$ cat config.mk
export PLATFORM = sky130hd
export DESIGN_NAME = tcs_ctrl_status
export DESIGN_NICKNAME = d
export VERILOG_FILES = /design/src/tcs_pkg.sv /design/src/tcs_event_latch.sv /design/src/tcs_ctrl_status.sv
export VERILOG_INCLUDE_DIRS = /design/src
export SDC_FILE = /design/constraint.sdc
export NUM_CORES = 1
export LEC_CHECK = 0
export BUFFER_PORTS_ARGS = -buffer_cell sky130_fd_sc_hd__buf_4
export CAP_MARGIN = 5
export CORE_ASPECT_RATIO = 0.75
export CORE_UTILIZATION = 45
export DETAILED_ROUTE_END_ITERATION = 16
export PLACE_DENSITY = 0.8
export SLEW_MARGIN = 25
export SYNTH_ARGS = -nofsm -noshare
export SYNTH_HDL_FRONTEND = slang
export SYNTH_HIERARCHICAL = 1
export SYNTH_SLANG_ARGS = --single-unit
$ cat constraint.sdc
create_clock -name clock_i -period 1.4 [get_ports clock_i]
set_clock_uncertainty 0.15 [all_clocks]
set_input_delay 0.14 -clock clock_i [delete_from_list [all_inputs] [get_ports clock_i]]
set_output_delay 0.14 -clock clock_i [all_outputs]
set_load 0.05 [all_outputs]
$ cat src/tcs_defs.svh
// Offsets, field positions and reset values for the block
`ifndef TCS_DEFS_SVH
`define TCS_DEFS_SVH
`define TCS_ADDR_W        4
`define TCS_OFF_CTRL      4'h0
`define TCS_OFF_MASK      4'h1
`define TCS_BIT_TSD_EVT   0
`define TCS_BIT_TXTO_EVT  1
`define TCS_BIT_TSD_LIVE  2
`define TCS_BIT_TXTO_LIVE 3
`define TCS_BIT_FS_DIS    5
`define TCS_BIT_ACTIVE    7
`define TCS_BIT_MODE_LO   8
`define TCS_BIT_MODE_HI   9
`define TCS_BIT_WAKE_BYP  10
`define TCS_RESET_CTRL    16'h0000
`define TCS_RESET_MASK    16'h0000
`define TCS_UNMAPPED_RD   16'h0000
`endif

$ cat src/tcs_pkg.sv
// Types shared by the transceiver control and status block
package tcs_pkg;
    typedef enum logic [1:0] {
        TCS_MODE_OFFLINE,
        TCS_MODE_RX_ONLY,
        TCS_MODE_ACTIVE_A,
        TCS_MODE_ACTIVE_B
    } tcs_mode_type;

    // Transceiver enables handed to the analogue front end
    typedef struct packed {
        logic tx_enable;
        logic rx_enable;
        logic uv_react;
    } tcs_xcvr_ctl_type;

    // Live conditions reported by the transceiver
    typedef struct packed {
        logic thermal_shutdown;
        logic tx_dominant_timeout;
    } tcs_cond_type;
endpackage : tcs_pkg

$ cat src/tcs_event_latch.sv
// One sticky event flag with write-one-to-clear
`timescale 1ns/1ps
module tcs_event_latch (
    input  wire logic clock_i,
    input  wire logic rst_n_i,
    input  wire logic enable_i,
    input  wire logic event_i,
    input  wire logic clear_i,
    output logic      flag_o
);
    // Set wins over clear so a recurring event is never lost
    always_ff @(posedge clock_i or negedge rst_n_i) begin
        if (!rst_n_i) begin
            flag_o <= 1'b0;
        end else if (enable_i) begin
            if (event_i) begin
                flag_o <= 1'b1; // RQ12
            end else if (clear_i) begin
                flag_o <= 1'b0;
            end
        end
    end
endmodule : tcs_event_latch

$ cat src/tcs_ctrl_status.sv
// Transceiver control and status register bank
//
// Behaviour
// [RQ1] Bit 0 latches thermal shutdown, cleared by writing one or reset.
// [RQ2] Bit 1 latches transmit dominant timeout, cleared by writing one.
// [RQ3] Bit 2 shows live thermal shutdown condition, not latched.
// [RQ4] Bit 3 shows live transmit dominant timeout condition.
// [RQ5] Bit 5 zero forces offline on reset or limp-home; one keeps state.
// [RQ6] Bit 7 reads one while in receive-only or active mode.
// [RQ7] Bits 8-9 select mode: 00 offline, 01 receive only; reset 00.
// [RQ8] Codes 10 and 11 enable transmit and receive, reacting on undervolt.
// [RQ9] Bit 10 one bypasses the receive hold after a bus wake-up.
// [RQ10] Mask register bits inhibit each latched event's interrupt.
// [RQ11] Zero bits read zero; writes to status and reserved bits ignored.
// [RQ12] Setting a latched event wins over a simultaneous clear.
`timescale 1ns/1ps
`include "tcs_defs.svh"
module tcs_ctrl_status
    import tcs_pkg::*;
(
    input  wire logic                   clock_i,
    input  wire logic                   rst_n_i,
    input  wire logic                   clk_en_i,
    input  wire logic [`TCS_ADDR_W-1:0] addr_i,
    input  wire logic [15:0]            wdata_i,
    input  wire logic                   wr_i,
    input  wire logic                   rd_i,
    input  wire tcs_cond_type           cond_i,
    input  wire logic                   reset_output_n_i,
    input  wire logic                   limp_home_output_i,
    input  wire logic                   ldo_undervoltage_i,
    output logic [15:0]                 rdata_o,
    output tcs_xcvr_ctl_type            xcvr_ctl_o,
    output logic                        wake_rx_hold_bypass_o,
    output logic                        uv_offline_o,
    output logic                        event_irq_o
);
    // ****************************************************************
    // Register state
    // ****************************************************************
    logic         thermal_shutdown_event;
    logic         tx_dominant_timeout_event;
    logic         thermal_shutdown_live;
    logic         tx_dominant_timeout_live;
    logic         failsafe_offline_disable;
    logic         wake_rx_hold_bypass;
    logic         thermal_event_mask;
    logic         tx_timeout_event_mask;
    tcs_mode_type mode_reg;
    logic         failsafe_trip;
    logic         wr_ctrl;
    logic         wr_mask;
    logic         active_mode;
    // Decoded enables held in a net; a field select on a call is not legal
    tcs_xcvr_ctl_type mode_ctl;

    // Mode code to transceiver enables, used by output and readback
    function automatic tcs_xcvr_ctl_type mode_decode(tcs_mode_type m);
        tcs_xcvr_ctl_type c;
        c = '0;
        case (m)
            TCS_MODE_OFFLINE: c = '0;                      // RQ7
            TCS_MODE_RX_ONLY: c.rx_enable = 1'b1;          // RQ7
            default: c = '{1'b1, 1'b1, 1'b1};              // RQ8
        endcase
        return c;
    endfunction : mode_decode

    // Address decode, write side
    always_comb begin
        wr_ctrl = 1'b0;
        wr_mask = 1'b0;
        if (wr_i && addr_i == `TCS_OFF_CTRL) begin
            wr_ctrl = 1'b1;
        end else if (wr_i && addr_i == `TCS_OFF_MASK) begin
            wr_mask = 1'b1;
        end
    end

    // Reset or limp-home pulls the link offline unless disabled
    assign failsafe_trip = (!reset_output_n_i || limp_home_output_i)
                           && !failsafe_offline_disable;   // RQ5
    assign mode_ctl    = mode_decode(mode_reg);
    assign active_mode = mode_ctl.rx_enable;               // RQ6

    // ****************************************************************
    // Sticky event flags
    // ****************************************************************
    tcs_event_latch u_tsd_latch (
        .clock_i  (clock_i),
        .rst_n_i  (rst_n_i),
        .enable_i (clk_en_i),
        .event_i  (cond_i.thermal_shutdown),
        .clear_i  (wr_ctrl && wdata_i[`TCS_BIT_TSD_EVT]),   // RQ1
        .flag_o   (thermal_shutdown_event)
    );
    tcs_event_latch u_txto_latch (
        .clock_i  (clock_i),
        .rst_n_i  (rst_n_i),
        .enable_i (clk_en_i),
        .event_i  (cond_i.tx_dominant_timeout),
        .clear_i  (wr_ctrl && wdata_i[`TCS_BIT_TXTO_EVT]),  // RQ2
        .flag_o   (tx_dominant_timeout_event)
    );

    // Live conditions registered once, shown without latching
    always_ff @(posedge clock_i or negedge rst_n_i) begin
        if (!rst_n_i) begin
            thermal_shutdown_live    <= 1'b0;
            tx_dominant_timeout_live <= 1'b0;
        end else if (clk_en_i) begin
            thermal_shutdown_live    <= cond_i.thermal_shutdown;    // RQ3
            tx_dominant_timeout_live <= cond_i.tx_dominant_timeout; // RQ4
        end
    end

    // ****************************************************************
    // Writable control fields
    // ****************************************************************
    // Fail-safe trip wins over a mode write in the same cycle
    always_ff @(posedge clock_i or negedge rst_n_i) begin
        if (!rst_n_i) begin
            mode_reg                 <= TCS_MODE_OFFLINE;
            failsafe_offline_disable <= 1'b0;
            wake_rx_hold_bypass      <= 1'b0;
        end else if (clk_en_i) begin
            if (wr_ctrl) begin
                failsafe_offline_disable <= wdata_i[`TCS_BIT_FS_DIS];
                wake_rx_hold_bypass      <= wdata_i[`TCS_BIT_WAKE_BYP]; // RQ9
            end
            if (failsafe_trip) begin
                mode_reg <= TCS_MODE_OFFLINE;                       // RQ5
            end else if (wr_ctrl) begin
                mode_reg <= tcs_mode_type'(
                    wdata_i[`TCS_BIT_MODE_HI:`TCS_BIT_MODE_LO]);    // RQ7
            end
        end
    end

    // Interrupt mask register
    always_ff @(posedge clock_i or negedge rst_n_i) begin
        if (!rst_n_i) begin
            thermal_event_mask    <= 1'b0;
            tx_timeout_event_mask <= 1'b0;
        end else if (clk_en_i && wr_mask) begin
            thermal_event_mask    <= wdata_i[`TCS_BIT_TSD_EVT];     // RQ10
            tx_timeout_event_mask <= wdata_i[`TCS_BIT_TXTO_EVT];    // RQ10
        end
    end

    // ****************************************************************
    // Outputs
    // ****************************************************************
    // Enables follow the mode; undervoltage drops only active modes
    always_ff @(posedge clock_i or negedge rst_n_i) begin
        if (!rst_n_i) begin
            xcvr_ctl_o            <= '0;
            wake_rx_hold_bypass_o <= 1'b0;
            uv_offline_o          <= 1'b0;
            event_irq_o           <= 1'b0;
        end else if (clk_en_i) begin
            xcvr_ctl_o            <= mode_ctl;
            wake_rx_hold_bypass_o <= wake_rx_hold_bypass;           // RQ9
            uv_offline_o <= mode_ctl.uv_react
                            && ldo_undervoltage_i;                  // RQ8
            event_irq_o <=
                (thermal_shutdown_event && !thermal_event_mask) ||
                (tx_dominant_timeout_event && !tx_timeout_event_mask); // RQ10
        end
    end

    // Read data valid the cycle after the strobe, zero otherwise
    always_ff @(posedge clock_i or negedge rst_n_i) begin
        if (!rst_n_i) begin
            rdata_o <= `TCS_UNMAPPED_RD;
        end else if (clk_en_i) begin
            rdata_o <= `TCS_UNMAPPED_RD;                            // RQ11
            if (rd_i && addr_i == `TCS_OFF_CTRL) begin
                rdata_o[`TCS_BIT_TSD_EVT]   <= thermal_shutdown_event;
                rdata_o[`TCS_BIT_TXTO_EVT]  <= tx_dominant_timeout_event;
                rdata_o[`TCS_BIT_TSD_LIVE]  <= thermal_shutdown_live;
                rdata_o[`TCS_BIT_TXTO_LIVE] <= tx_dominant_timeout_live;
                rdata_o[`TCS_BIT_FS_DIS]    <= failsafe_offline_disable;
                rdata_o[`TCS_BIT_ACTIVE]    <= active_mode;         // RQ6
                rdata_o[`TCS_BIT_MODE_HI:`TCS_BIT_MODE_LO] <= mode_reg;
                rdata_o[`TCS_BIT_WAKE_BYP]  <= wake_rx_hold_bypass;
            end else if (rd_i && addr_i == `TCS_OFF_MASK) begin
                rdata_o[`TCS_BIT_TSD_EVT]   <= thermal_event_mask;
                rdata_o[`TCS_BIT_TXTO_EVT]  <= tx_timeout_event_mask;
            end
        end
    end

    // ****************************************************************
    // Checks
    // ****************************************************************
    tsd_event_set_a: assert property (@(posedge clock_i) disable iff (!rst_n_i)
        clk_en_i && cond_i.thermal_shutdown |=> thermal_shutdown_event)
        else $error("thermal event not latched"); // RQ1
    txto_event_set_a: assert property (@(posedge clock_i)
        disable iff (!rst_n_i)
        clk_en_i && cond_i.tx_dominant_timeout && wr_ctrl
        |=> tx_dominant_timeout_event)
        else $error("timeout event lost on clear"); // RQ12
    tsd_clear_a: assert property (@(posedge clock_i) disable iff (!rst_n_i)
        clk_en_i && wr_ctrl && wdata_i[0] && !cond_i.thermal_shutdown
        |=> !thermal_shutdown_event)
        else $error("thermal event not cleared"); // RQ1
    live_tsd_a: assert property (@(posedge clock_i) disable iff (!rst_n_i)
        clk_en_i ##1 1'b1 |-> thermal_shutdown_live ==
        $past(cond_i.thermal_shutdown))
        else $error("live thermal status wrong"); // RQ3
    live_txto_a: assert property (@(posedge clock_i) disable iff (!rst_n_i)
        clk_en_i ##1 1'b1 |-> tx_dominant_timeout_live ==
        $past(cond_i.tx_dominant_timeout))
        else $error("live timeout status wrong"); // RQ4
    failsafe_off_a: assert property (@(posedge clock_i)
        disable iff (!rst_n_i)
        clk_en_i && failsafe_trip ##1 clk_en_i
        |=> !xcvr_ctl_o.tx_enable && !xcvr_ctl_o.rx_enable)
        else $error("fail-safe did not go offline"); // RQ5
    active_read_a: assert property (@(posedge clock_i)
        disable iff (!rst_n_i)
        clk_en_i && rd_i && addr_i == `TCS_OFF_CTRL
        |=> rdata_o[7] == ($past(mode_reg) != TCS_MODE_OFFLINE))
        else $error("active mode bit wrong"); // RQ6
    irq_mask_a: assert property (@(posedge clock_i) disable iff (!rst_n_i)
        clk_en_i && thermal_event_mask && tx_timeout_event_mask
        |=> !event_irq_o)
        else $error("masked event raised interrupt"); // RQ10
    reserved_zero_a: assert property (@(posedge clock_i)
        disable iff (!rst_n_i)
        rdata_o[15:11] == 5'h00 && !rdata_o[6] && !rdata_o[4])
        else $error("reserved bit read nonzero"); // RQ11
endmodule : tcs_ctrl_status

# == Word-level counts from Yosys, hierarchy flattened ==
# Index checks and enable logic that the tools add are counted.
# word_totals
output_inout_bits,22
word_cells,60
n_memories,0
rom_bits,0
ram_bits,0
inputBits,30
latch_bits,0
regBits,24
# op_classes
order_cmp,0
n_shift,0
n_div,0
mul,0
bitwise_logic,0
n_eq_ne,2
n_mux,16
n_reduce_logical,27
add_sub_neg,0
# ops
operator,count
$logic_and A1 B1 Y1,11
$mux W1,10
$mux W2,5
$reduce_and A2 Y1,4
$reduce_bool A2 Y1,3
$eq A4 B1 Y1 const B,1
$logic_not A1 Y1,4
$logic_not A4 Y1,1
$mux W4,1
$eq A2 B1 Y1 const B,1
$logic_not A2 Y1,1
$logic_or A1 B1 Y1,2
$reduce_or A2 Y1,1

# == Longest topological paths before layout ==
# Gate-level depths: netlist of the first run.
# logic_depth
ltp_word,6
ltp_mapped,5
depth_no_buf,4

# == Modules after synthesis ==
# The synthesis of the first run kept the hierarchy.
# by_module_without_submodules
mod,seq_area_each_um2,n_inst,cells_per_inst,area_per_inst_um2
tcs_ctrl_status,550.5,1,85,1007.2
tcs_event_latch,25.0,2,3,37.5

# == Least setup slack after synthesis of the first run ==
# OpenSTA, ideal clock, no wires.
# synth_path
path_type,input to register
startpoint,input port addr_i[3]
endpoint,register wake_rx_hold_bypass
t_arrival_ns,1.175
path_stages,3
setup_time_ns,0.128
path_buffers,0
slack_ns,-0.053
t_required_ns,1.122
path_cell_list,or4b_4 > nor3_4 > mux2_1
# synth_between
elab_chain_cells,4
# synth_lines
element,line,rtl
start: declaration,tcs_ctrl_status.sv:24,"input wire logic [`TCS_ADDR_W-1:0] addr_i,"
$logic_not A4 Y1 (no line),--,
$logic_and A1 B1 Y1 (no line),--,
$mux W1,tcs_ctrl_status.sv:73,if (wr_i && addr_i == `TCS_OFF_CTRL) begin
$reduce_and A2 Y1 (no line),--,
end signal: assignment,tcs_ctrl_status.sv:129,wake_rx_hold_bypass <= wdata_i[`TCS_BIT_WAKE_BYP];
end: declaration,tcs_ctrl_status.sv:46,logic wake_rx_hold_bypass;
# No other way between the ends.
# A chain may end at the register's enable or synchronous reset.

# == Worst setup path after layout of the first run ==
# Same ends and word-level chain as after synthesis.

==> results of run 1 <==
[worst reg2reg max path: stages (launching register included)]
cell,delay [ns]
dfrtp_1,0.43
mux2_2,0.27
nand3_1,0.08
o21ai_0,0.09
[power groups by stage]
stage,logic [uW],registers [uW],clock network [uW]
floorplan,159,860,0
global placement,330,793,0
detailed placement,338,795,0
CTS,364,782,509
global route,387,788,532
finish,362,782,493
[layer usage]
layer	global-route usage (%)	wire (um)
met1	24.3	1070
met2	34.3	1130
met3	6.43	136
met4	1.90	0
met5	0	0
[worst paths after layout]
check / from / to / slack (ns) / depth (start not counted)
max in group asynchronous: rst_n_i / tx_dominant_timeout_live / 0.76 / 2
hold reg to reg: failsafe_offline_disable / rdata_o[5] / 0.37 / 1
setup reg to reg: u_txto_latch/flag_o / rdata_o[1] / 0.28 / 3
min in group asynchronous: rst_n_i / rdata_o[5] / 0.09 / 2
setup / recovery: addr_i[3] / wake_rx_hold_bypass / 0.15 / 4
hold / removal: addr_i[0] / u_tsd_latch/flag_o / 0.06 / 4
[cell families (layout without fill, tap and decap cells)]
logic type / count (synthesis) / after routing
DFF: 24 / 24
and+or+nand+nor: 23 / 23
muxes: 9 / 9
AOI/OAI and AO/OA: 18 / 18
other: 1 / 7
buffers and inverters: 16 / 61
[cell usage in the layout (no fill, tap or decap), types with 4 or more instances in the layout]
cell type / n
a22o_1: 8
buf_4: 41
conb_1: 7
dfrtp_1: 24
dlygate4sd3_1: 11
inv_1: 5
mux2_2: 8
nand2_1: 4
nand3_1: 4
o21ai_0: 4
[per-stage QoR]
stage | cell area [um2] | std cells
floorplan | 1100 | 97
global placement | 1380 | 159
detailed placement | 1380 | 159
CTS | 1540 | 174
global route | 1540 | 174
finish | 1540 | 174
[final cells by class]
cell class	count	area (um2)
clock buffer	3	22.5
clock inverter	1	30.0
fill	163	594
inverter	5	18.8
multi-input combinational	57	413
sequential	24	601
tap	32	40.0
timing repair buffer	52	418
==> reports/metrics.yaml, run 1 <==
avgSynthCellArea_um2: 11.9
end_kind: "flip-flop"
synth_compound_area_share_pct: 12.8
fin_crit_sh_pct: 89.0
place_ws_ns: -0.193
die_area_mm2: 0.00261
slew_viol_final: 0
port_buffers: 34
ys_ff_latch: 24
insertion_delay_ns: 0.32
htreeDepth: 1
cp_cell_sequence: "buf_4, or4b_4, nor3_4, mux2_1"
grt_use_total_pct: 19.4
yosys.area_share.adder_pct: 0
critical_path.max_stage_delay_ns: 0.56
finalWirelength_um: 2330
rows: 14
post_cts_buffers: 0
internal_power_uw: 1180
maxCapViolCount: 0
first_iter_violations: 58
cts_tree: "done"
power.switching_uw: 454
seqPwrFrac_pct: 47.8
finalSetupTns_ns: 0
hold_viol_final: 0
arrival_ns: 1.30
cts_buffer_depth: 2
totalPowerFinal_uw: 1640
async_reset_ff_share_pct: 100
synth_top_family_by_area: "simple AND/OR/NAND/NOR gates"
synth-edff-count: 0
antenna_found_initial: 0
yosysWarnings: 6
routedWlPerCell_um: 13.4
synth_cell_types: 27
crit_buf_inv: 1
finish.utilization_pct: 72.2
path_class: "input port to flip-flop"
netlist_area_mm2: 0.00108
synth_commonest_cells: "dfrtp_1 (24), a22o_1 (8), buf_4 (8), mux2_2 (8), inv_1 (5)"
yosys-top-cells-area: "dfrtp_1 (55%), mux2_2 (8.3%), a22o_1 (6.5%)"
io_pins: 52
path_max_fanout: 3
whs_ns: 0.0623
cts_hold_buffers: 11
peakVddDrop_v: 0.000683
clk_pin_slew_worst_paths_ns: 0.12
switching_share_pct: 27.7
ant_nets: 0
drc: 0
hpwl_um: 1750
syn_inst: 91
p_comb_share_pct: 22.1
largest_reg_flops: 9
hold_path.class: "input port to flip-flop"
area_growth_pct: 42.5
fmax_mhz: 802
cts_buffers: 3
synth_top_area_share_pct: 55.5
synthSimpleGateAreaFrac_pct: 13.5
grt_first_pass_wirelength_um: 3720
die_y_um: 44.5
leakage_uw: 0.000753
synth-seq-area-share_pct: 55.5
crit_required_ns: 1.45
gp_congestion: 0.782
grt_pass1_vias: 847
grt_max_degree: 25
synthXorXnorAreaFrac_pct: 0
final_net_count: 173
muxShareOfSynthArea_pct: 9.36
diodes: 0
critPathLaunchType: "input port"
cts_root_buf: "clkbuf_4"
grt_overflow_total: 0
yosysMostFrequentCell: "dfrtp_1"
power_per_cell_area_mw_per_mm2: 1060
cpLargestDelayFamily: "simple AND/OR/NAND/NOR gates"
min_period_ns: 1.25
cts_resized: 0
worst_slack_ns: 0.153
die_w_um: 58.6
critPathSlowestCell: "or4b_4"
drive_gt1_share_pct: 38.7
setup_viol: 0
coreArea_mm2: 0.00214
yosys.area.top_type: "dfrtp_1"
viasPerCell: 5.08
start_util_pct: 50.6
dr.pass1.iters: 4
ys_dominant_reg_cell: "dfrtp_1"
status: "completed"
cts.sinks: 24
power_frac_clock_pct: 30.1
vias: 884
rsz0062_at_grt: "false"
Power figures use the tool's default switching activity.
==> run 2, diff against run 1 <==
--- a/config.mk
+++ b/config.mk
@@ -6,10 +6,12 @@
 export SDC_FILE = /design/constraint.sdc
 export NUM_CORES = 1
 export LEC_CHECK = 0
-export BUFFER_PORTS_ARGS = -buffer_cell sky130_fd_sc_hd__buf_4
+export BUFFER_PORTS_ARGS = -buffer_cell sky130_fd_sc_hd__buf_2
 export CAP_MARGIN = 5
+export CELL_PAD_IN_SITES_DETAIL_PLACEMENT = 2
+export CELL_PAD_IN_SITES_GLOBAL_PLACEMENT = 2
 export CORE_ASPECT_RATIO = 0.75
-export CORE_UTILIZATION = 45
+export CORE_UTILIZATION = 27
 export DETAILED_ROUTE_END_ITERATION = 16
 export PLACE_DENSITY = 0.8
 export SLEW_MARGIN = 25
==> run 2 against run 1 <==
Register-to-register slack about the same. The flow now finishes with violations (negative hold slack). Count of clock-buffer cells in the layout unchanged. Wire length is 35% higher. Core utilization shrank 32 points. Combinational power shrank 4%. Critical path type unchanged. Sequential power about the same. Final area shrank 2.7%. Total power up 6.0%. Largest power group unchanged. Critical path depth unchanged. Via count is 1.8% lower. Sequential cell count is the same.
==> reports/metrics.yaml, run 2 (same netlist as run 1, synthesis figures left out) <==
status: "finished with violations"
violations: "negative hold slack"
nFillCells: 424  # +160%
power_per_cell_area_mw_per_mm2: 1160  # +8.9%
drive_gt1_share_pct: 41.1  # +2.4 points
cp_cell_sequence: "buf_2, or4b_4, nor3_4, mux2_1"
critPathLaunchType: "input port"
rsz0062_at_grt: "false"
coreArea_mm2: 0.00376  # +76%
cts_root_buf: "clkbuf_8"
multiInputGateArea_um2: 425  # +3.0%
grt_first_pass_wirelength_um: 5030  # +35%
grt_pass1_vias: 972  # +15%
start_util_pct: 28.8  # -22 points
maxCapViolCount: 0  # unchanged
crit_required_ns: 1.41  # -0.04 ns
critPathSlowestCell: "or4b_4"
drc: 0  # unchanged
port_buffers: 34  # unchanged
slew_viol_final: 0  # unchanged
hold_viol_final: 1  # +1
hold_path.class: "input port to flip-flop"
diodes: 0  # unchanged
finish.instance_area_mm2: 0.00150  # -2.7%
cts_tree: "done"
routedWlPerCell_um: 16.3  # +22%
end_kind: "flip-flop"
htreeDepth: 1  # unchanged
fmax_mhz: 758  # -5.5%
viasPerCell: 4.50  # -11%
arrival_ns: 1.33  # +0.03 ns
largest_reg_flops: 9  # unchanged
seq_area_um2: 601  # unchanged
cts_buffer_depth: 2  # unchanged
cts_buffers: 3  # unchanged
whs_ns: -0.000946  # -0.0633 ns
post_cts_buffers: 0  # unchanged
insertion_delay_ns: 0.27  # -0.05 ns
final_common_cell: "buf_2"
gp_congestion: 0.737  # -5.7%
antenna_found_initial: 0  # unchanged
max-slew-margin-rel_pct: 63.6
peakVddDrop_v: 0.000448  # -34%
hpwl_um: 2200  # +26%
rows: 19  # +5
grt_overflow_total: 0  # unchanged
area_growth_pct: 38.7
placed_cell_area_mm2: 0.00133  # -3.8%
finalWirelength_um: 3150  # +35%
io_pins: 52  # unchanged
final_net_count: 172  # -0.58%
cts.sinks: 24  # unchanged
path_class: "input port to flip-flop"
ant_nets: 0  # unchanged
fin_crit_sh_pct: 94.2  # +5.2 points
tightestPinTransition_ns: 0.546
final_cell_mix: "buf_2 (34), dfrtp_1 (24), dlygate4sd3_1 (9)"
vias: 868  # -1.8%
r2r-start: "failsafe_offline_disable"
totalPowerFinal_uw: 1740  # +6.0%
path_max_fanout: 3  # unchanged
grt_use_total_pct: 16.4  # -3.0 points
cpLargestDelayFamily: "simple AND/OR/NAND/NOR gates"
first_iter_violations: 64  # +10%
dr.pass1.iters: 4  # unchanged
clk_pin_slew_worst_paths_ns: 0.09  # -0.03 ns
setup_viol: 0  # unchanged
leakage_uw: 0.000741  # -1.5%
min_period_ns: 1.32  # +0.0725 ns
die_area_mm2: 0.00427  # +64%
setup.worst_path.start: "addr_i[3]"
finish.utilization_pct: 40.0  # -32 points
die_w_um: 75.1  # +28%
grt_max_degree: 25  # unchanged
crit_buf_inv: 1  # unchanged
worstHoldStart: "cond_i[1]"
critical_path.max_stage_delay_ns: 0.57  # about the same
die_y_um: 56.8  # +28%
run 2: worst paths after layout:
path / end / slack, ns / cells past startpoint
hold reg to reg: rdata_o[2] / 0.36 / 1
hold / removal: u_tsd_latch/flag_o / -0.0009 / 2
setup / recovery: wake_rx_hold_bypass / 0.08 / 4
min in group asynchronous: tx_timeout_event_mask / 0.24 / 2
max in group asynchronous: rdata_o[5] / 0.49 / 2
setup reg to reg: mode_reg[0] / 0.27 / 3
run 2: routing by layer:
layer | part of all wire [%] | GRT usage (%)
met1 | 42 | 18.8
met2 | 52 | 29.6
met3 | 4.3 | 4.67
met4 | 1.4 | 4.04
met5 | 0 | 0
run 2: where the power goes:
| group | internal [uW] | total (uW) | switching (uW) |
|---|---|---|---|
| Combinational | 118 | 348 | 230 |
| Clock | 382 | 605 | 223 |
| Sequential | 747 | 782 | 35.4 |
run 2: area by class of cell:
class                   instances  share of cell area [%]
flip-flops and latches         24                    40.0
multi-input cells              57                    28.3
repair buffers                 51                    21.3
well taps                      52                    4.33
clock buffers                   3                    2.75
clock inverters                 1                    2.00
inverters                       5                    1.25
run 2: stage by stage:
| stage | setup slack [ns] | setup TNS (ns) | instances |
|---|---|---|---|
| detailed placement | -0.211 | -1.29 | 180 |
| finish | 0.0809 | 0 | 193 |
| CTS | 0.103 | 0 | 193 |
| global route | 0.0417 | 0 | 193 |
| global placement | -0.188 | -1.05 | 180 |
| floorplan | -0.0530 | -0.0530 | 97 |
run 2: repair_timing:
item | 4_1_cts | 5_1_grt
hold endpoints to repair | 33 | 0
resized for setup | 0 | 2
hold buffers | 9 | 0
endpoints found under the setup margin | 0 | 3
==> run 3, diff against run 2 <==
--- a/config.mk
+++ b/config.mk
@@ -11,9 +11,10 @@
 export CELL_PAD_IN_SITES_DETAIL_PLACEMENT = 2
 export CELL_PAD_IN_SITES_GLOBAL_PLACEMENT = 2
 export CORE_ASPECT_RATIO = 0.75
-export CORE_UTILIZATION = 27
+export CORE_UTILIZATION = 28
+export CTS_BUF_LIST = sky130_fd_sc_hd__clkbuf_4 sky130_fd_sc_hd__clkbuf_8
 export DETAILED_ROUTE_END_ITERATION = 16
-export PLACE_DENSITY = 0.8
+export PLACE_DENSITY = 0.82
 export SLEW_MARGIN = 25
 export SYNTH_ARGS = -nofsm -noshare
 export SYNTH_HDL_FRONTEND = slang
==> run 3 against run 2 <==
The flow now finishes without violations. Critical path type unchanged. Cell count grew 2.1%. Largest power group unchanged. Worst setup slack improved by 0.0039 ns. Sequential share of layout area is 0.85 points lower.
==> reports/metrics.yaml, run 3 (same netlist as run 1, synthesis figures left out) <==
path_max_fanout: 3  # unchanged
insertion_delay_ns: 0.27  # about the same
internal_power_uw: 1260  # +0.62%
largest_reg_flops: 9  # unchanged
reg2reg_depth: 3  # unchanged
hpwl_um: 2280  # +3.9%
final_cell_mix: "buf_2 (34), dfrtp_1 (24), buf_4 (11)"
grt_max_degree: 25  # unchanged
worst_slack_ns: 0.0848  # +0.00394 ns
power_frac_clock_pct: 35.0  # about the same
antenna_found_initial: 0  # unchanged
worstHoldEndpoint: "wake_rx_hold_bypass_o"
fin_crit_sh_pct: 93.9  # -0.28 points
viasPerCell: 4.68  # +4.0%
cts_root_buf: "clkbuf_8"
io_pins: 52  # unchanged
worstHoldStart: "clk_en_i"
r2r-start: "u_txto_latch/flag_o"
nFillCells: 401  # -5.4%
path_class: "input port to flip-flop"
maxCapViolCount: 0  # unchanged
die_area_mm2: 0.00412  # -3.5%
max-slew-margin-rel_pct: 62.7  # -0.89 points
vias: 921  # +6.1%
crit_required_ns: 1.41  # about the same
port_buffers: 34  # unchanged
place_ws_ns: -0.237  # -0.0265 ns
worstReg2RegEnd: "rdata_o[1]"
die_w_um: 73.8  # -1.8%
routedWlPerCell_um: 16.4  # +0.21%
die_y_um: 55.8  # -1.7%
power_per_cell_area_mw_per_mm2: 1150  # -0.88%
cts.sinks: 24  # unchanged
drive_gt1_share_pct: 42.1  # +0.93 points
leakage_uw: 0.000760  # +2.5%
rsz0062_at_grt: "false"
setup_viol: 0  # unchanged
totalPowerFinal_uw: 1760  # +1.3%
seqPwrFrac_pct: 44.6  # -0.5 points
r2r_slack_ns: 0.18  # -0.09 ns
grt_use_total_pct: 17.3  # +0.82 points
htreeDepth: 1  # unchanged
end_kind: "flip-flop"
p_comb_share_pct: 20.4  # +0.3 points
min_period_ns: 1.32  # -0.00394 ns
power.switching_uw: 503  # +2.9%
ant_nets: 0  # unchanged
drc: 0  # unchanged
fmax_mhz: 760  # +0.30%
cts_tree: "done"
cts_buffer_depth: 2  # unchanged
grt_overflow_total: 0  # unchanged
slew_viol_final: 0  # unchanged
finalWirelength_um: 3220  # +2.3%
start_util_pct: 29.4  # +0.56 points
grt_first_pass_wirelength_um: 5040  # +0.26%
critPathLaunchType: "input port"
grt_pass1_vias: 950  # -2.3%
whs_ns: 0.0797  # +0.0806 ns
first_iter_violations: 39  # -39%
cts_buffers: 3  # unchanged
dr.pass1.iters: 4  # unchanged
hold_viol_final: 0  # -1
final_net_count: 176  # +2.3%
diodes: 0  # unchanged
rows: 19  # unchanged
final_common_cell: "buf_2"
arrival_ns: 1.33  # about the same
area_growth_pct: 41.7
switching_share_pct: 28.6  # +0.46 points
tightestPinTransition_ns: 0.559  # +0.0134 ns
status: "completed"
coreArea_mm2: 0.00368  # -1.9%
worstHoldPathCells: 2  # unchanged
gp_congestion: 0.721  # -2.1%
peakVddDrop_v: 0.000408  # -8.9%
hold_path.class: "input port to flip-flop"
post_cts_buffers: 0  # unchanged
clk_pin_slew_worst_paths_ns: 0.09  # about the same
run 3: cell types whose count changed in the layout (fill, tap and decap cells not counted):
cell	delta
buf_4	+3
dlygate4sd3_1	+1
run 3: worst max-delay path by stage:
stage / cells after the start / from / slack, ns / endpoint
after floorplan: 3 / addr_i[3] / -0.05 / wake_rx_hold_bypass
after global routing: 5 / addr_i[3] / 0.03 / u_tsd_latch/flag_o
after CTS: 5 / addr_i[3] / 0.05 / tx_timeout_event_mask
after global placement: 5 / addr_i[3] / -0.16 / tx_timeout_event_mask
final: 4 / addr_i[3] / 0.08 / wake_rx_hold_bypass
after detailed placement: 5 / addr_i[3] / -0.24 / thermal_event_mask
run 3: what timing repair did:
item,CTS,global route
gates resized for setup,0,2
endpoints found under the hold margin,35,0
hold buffers,10,0
setup endpoints to repair,0,4
run 3: final cells by class:
class	instances	area, um2	share of cell area [%]
sequential	24	601	39.2
inverter	5	18.8	1.22
clock buffer	3	41.3	2.69
timing repair buffer	55	353	23.0
tap	52	65.1	4.24
clock inverter	1	30.0	1.96
multi-input combinational	57	425	27.7
run 3: routing by layer:
metal | GRT usage, % | vias to the layer above | wire (um)
li1 | - | 418 | -
met1 | 21.0 | 475 | 1300
met2 | 29.8 | 26 | 1730
met3 | 5.62 | 2 | 169
met4 | 3.30 | 0 | 21
met5 | 0 | - | 0
run 3: per-stage QoR:
| stage | TNS [ns] | util (%) | cell area (um2) | std cells |
|---|---|---|---|---|
| floorplan | -0.0530 | - | 1100 | 97 |
| global placement | -1.27 | 36.6 | 1350 | 183 |
| detailed placement | -2.34 | 36.6 | 1350 | 183 |
| CTS | 0 | 41.3 | 1520 | 197 |
| global route | 0 | 41.6 | 1530 | 197 |
| finish | 0 | 41.6 | 1530 | 197 |
run 3: power by group through the flow:
stage	clock (uW)	sequential (uW)	combinational (uW)
4_1_cts	625	784	355
3_3_place_gp	0	793	315
5_1_grt	651	790	382
6_report	615	784	359
2_1_floorplan	0	860	159
3_5_place_dp	0	797	330
run 3: critical path, stage by stage:
cell	delay (ns)
buf_2	0.11
or4b_4	0.57
nor3_4	0.16
mux2_1	0.35
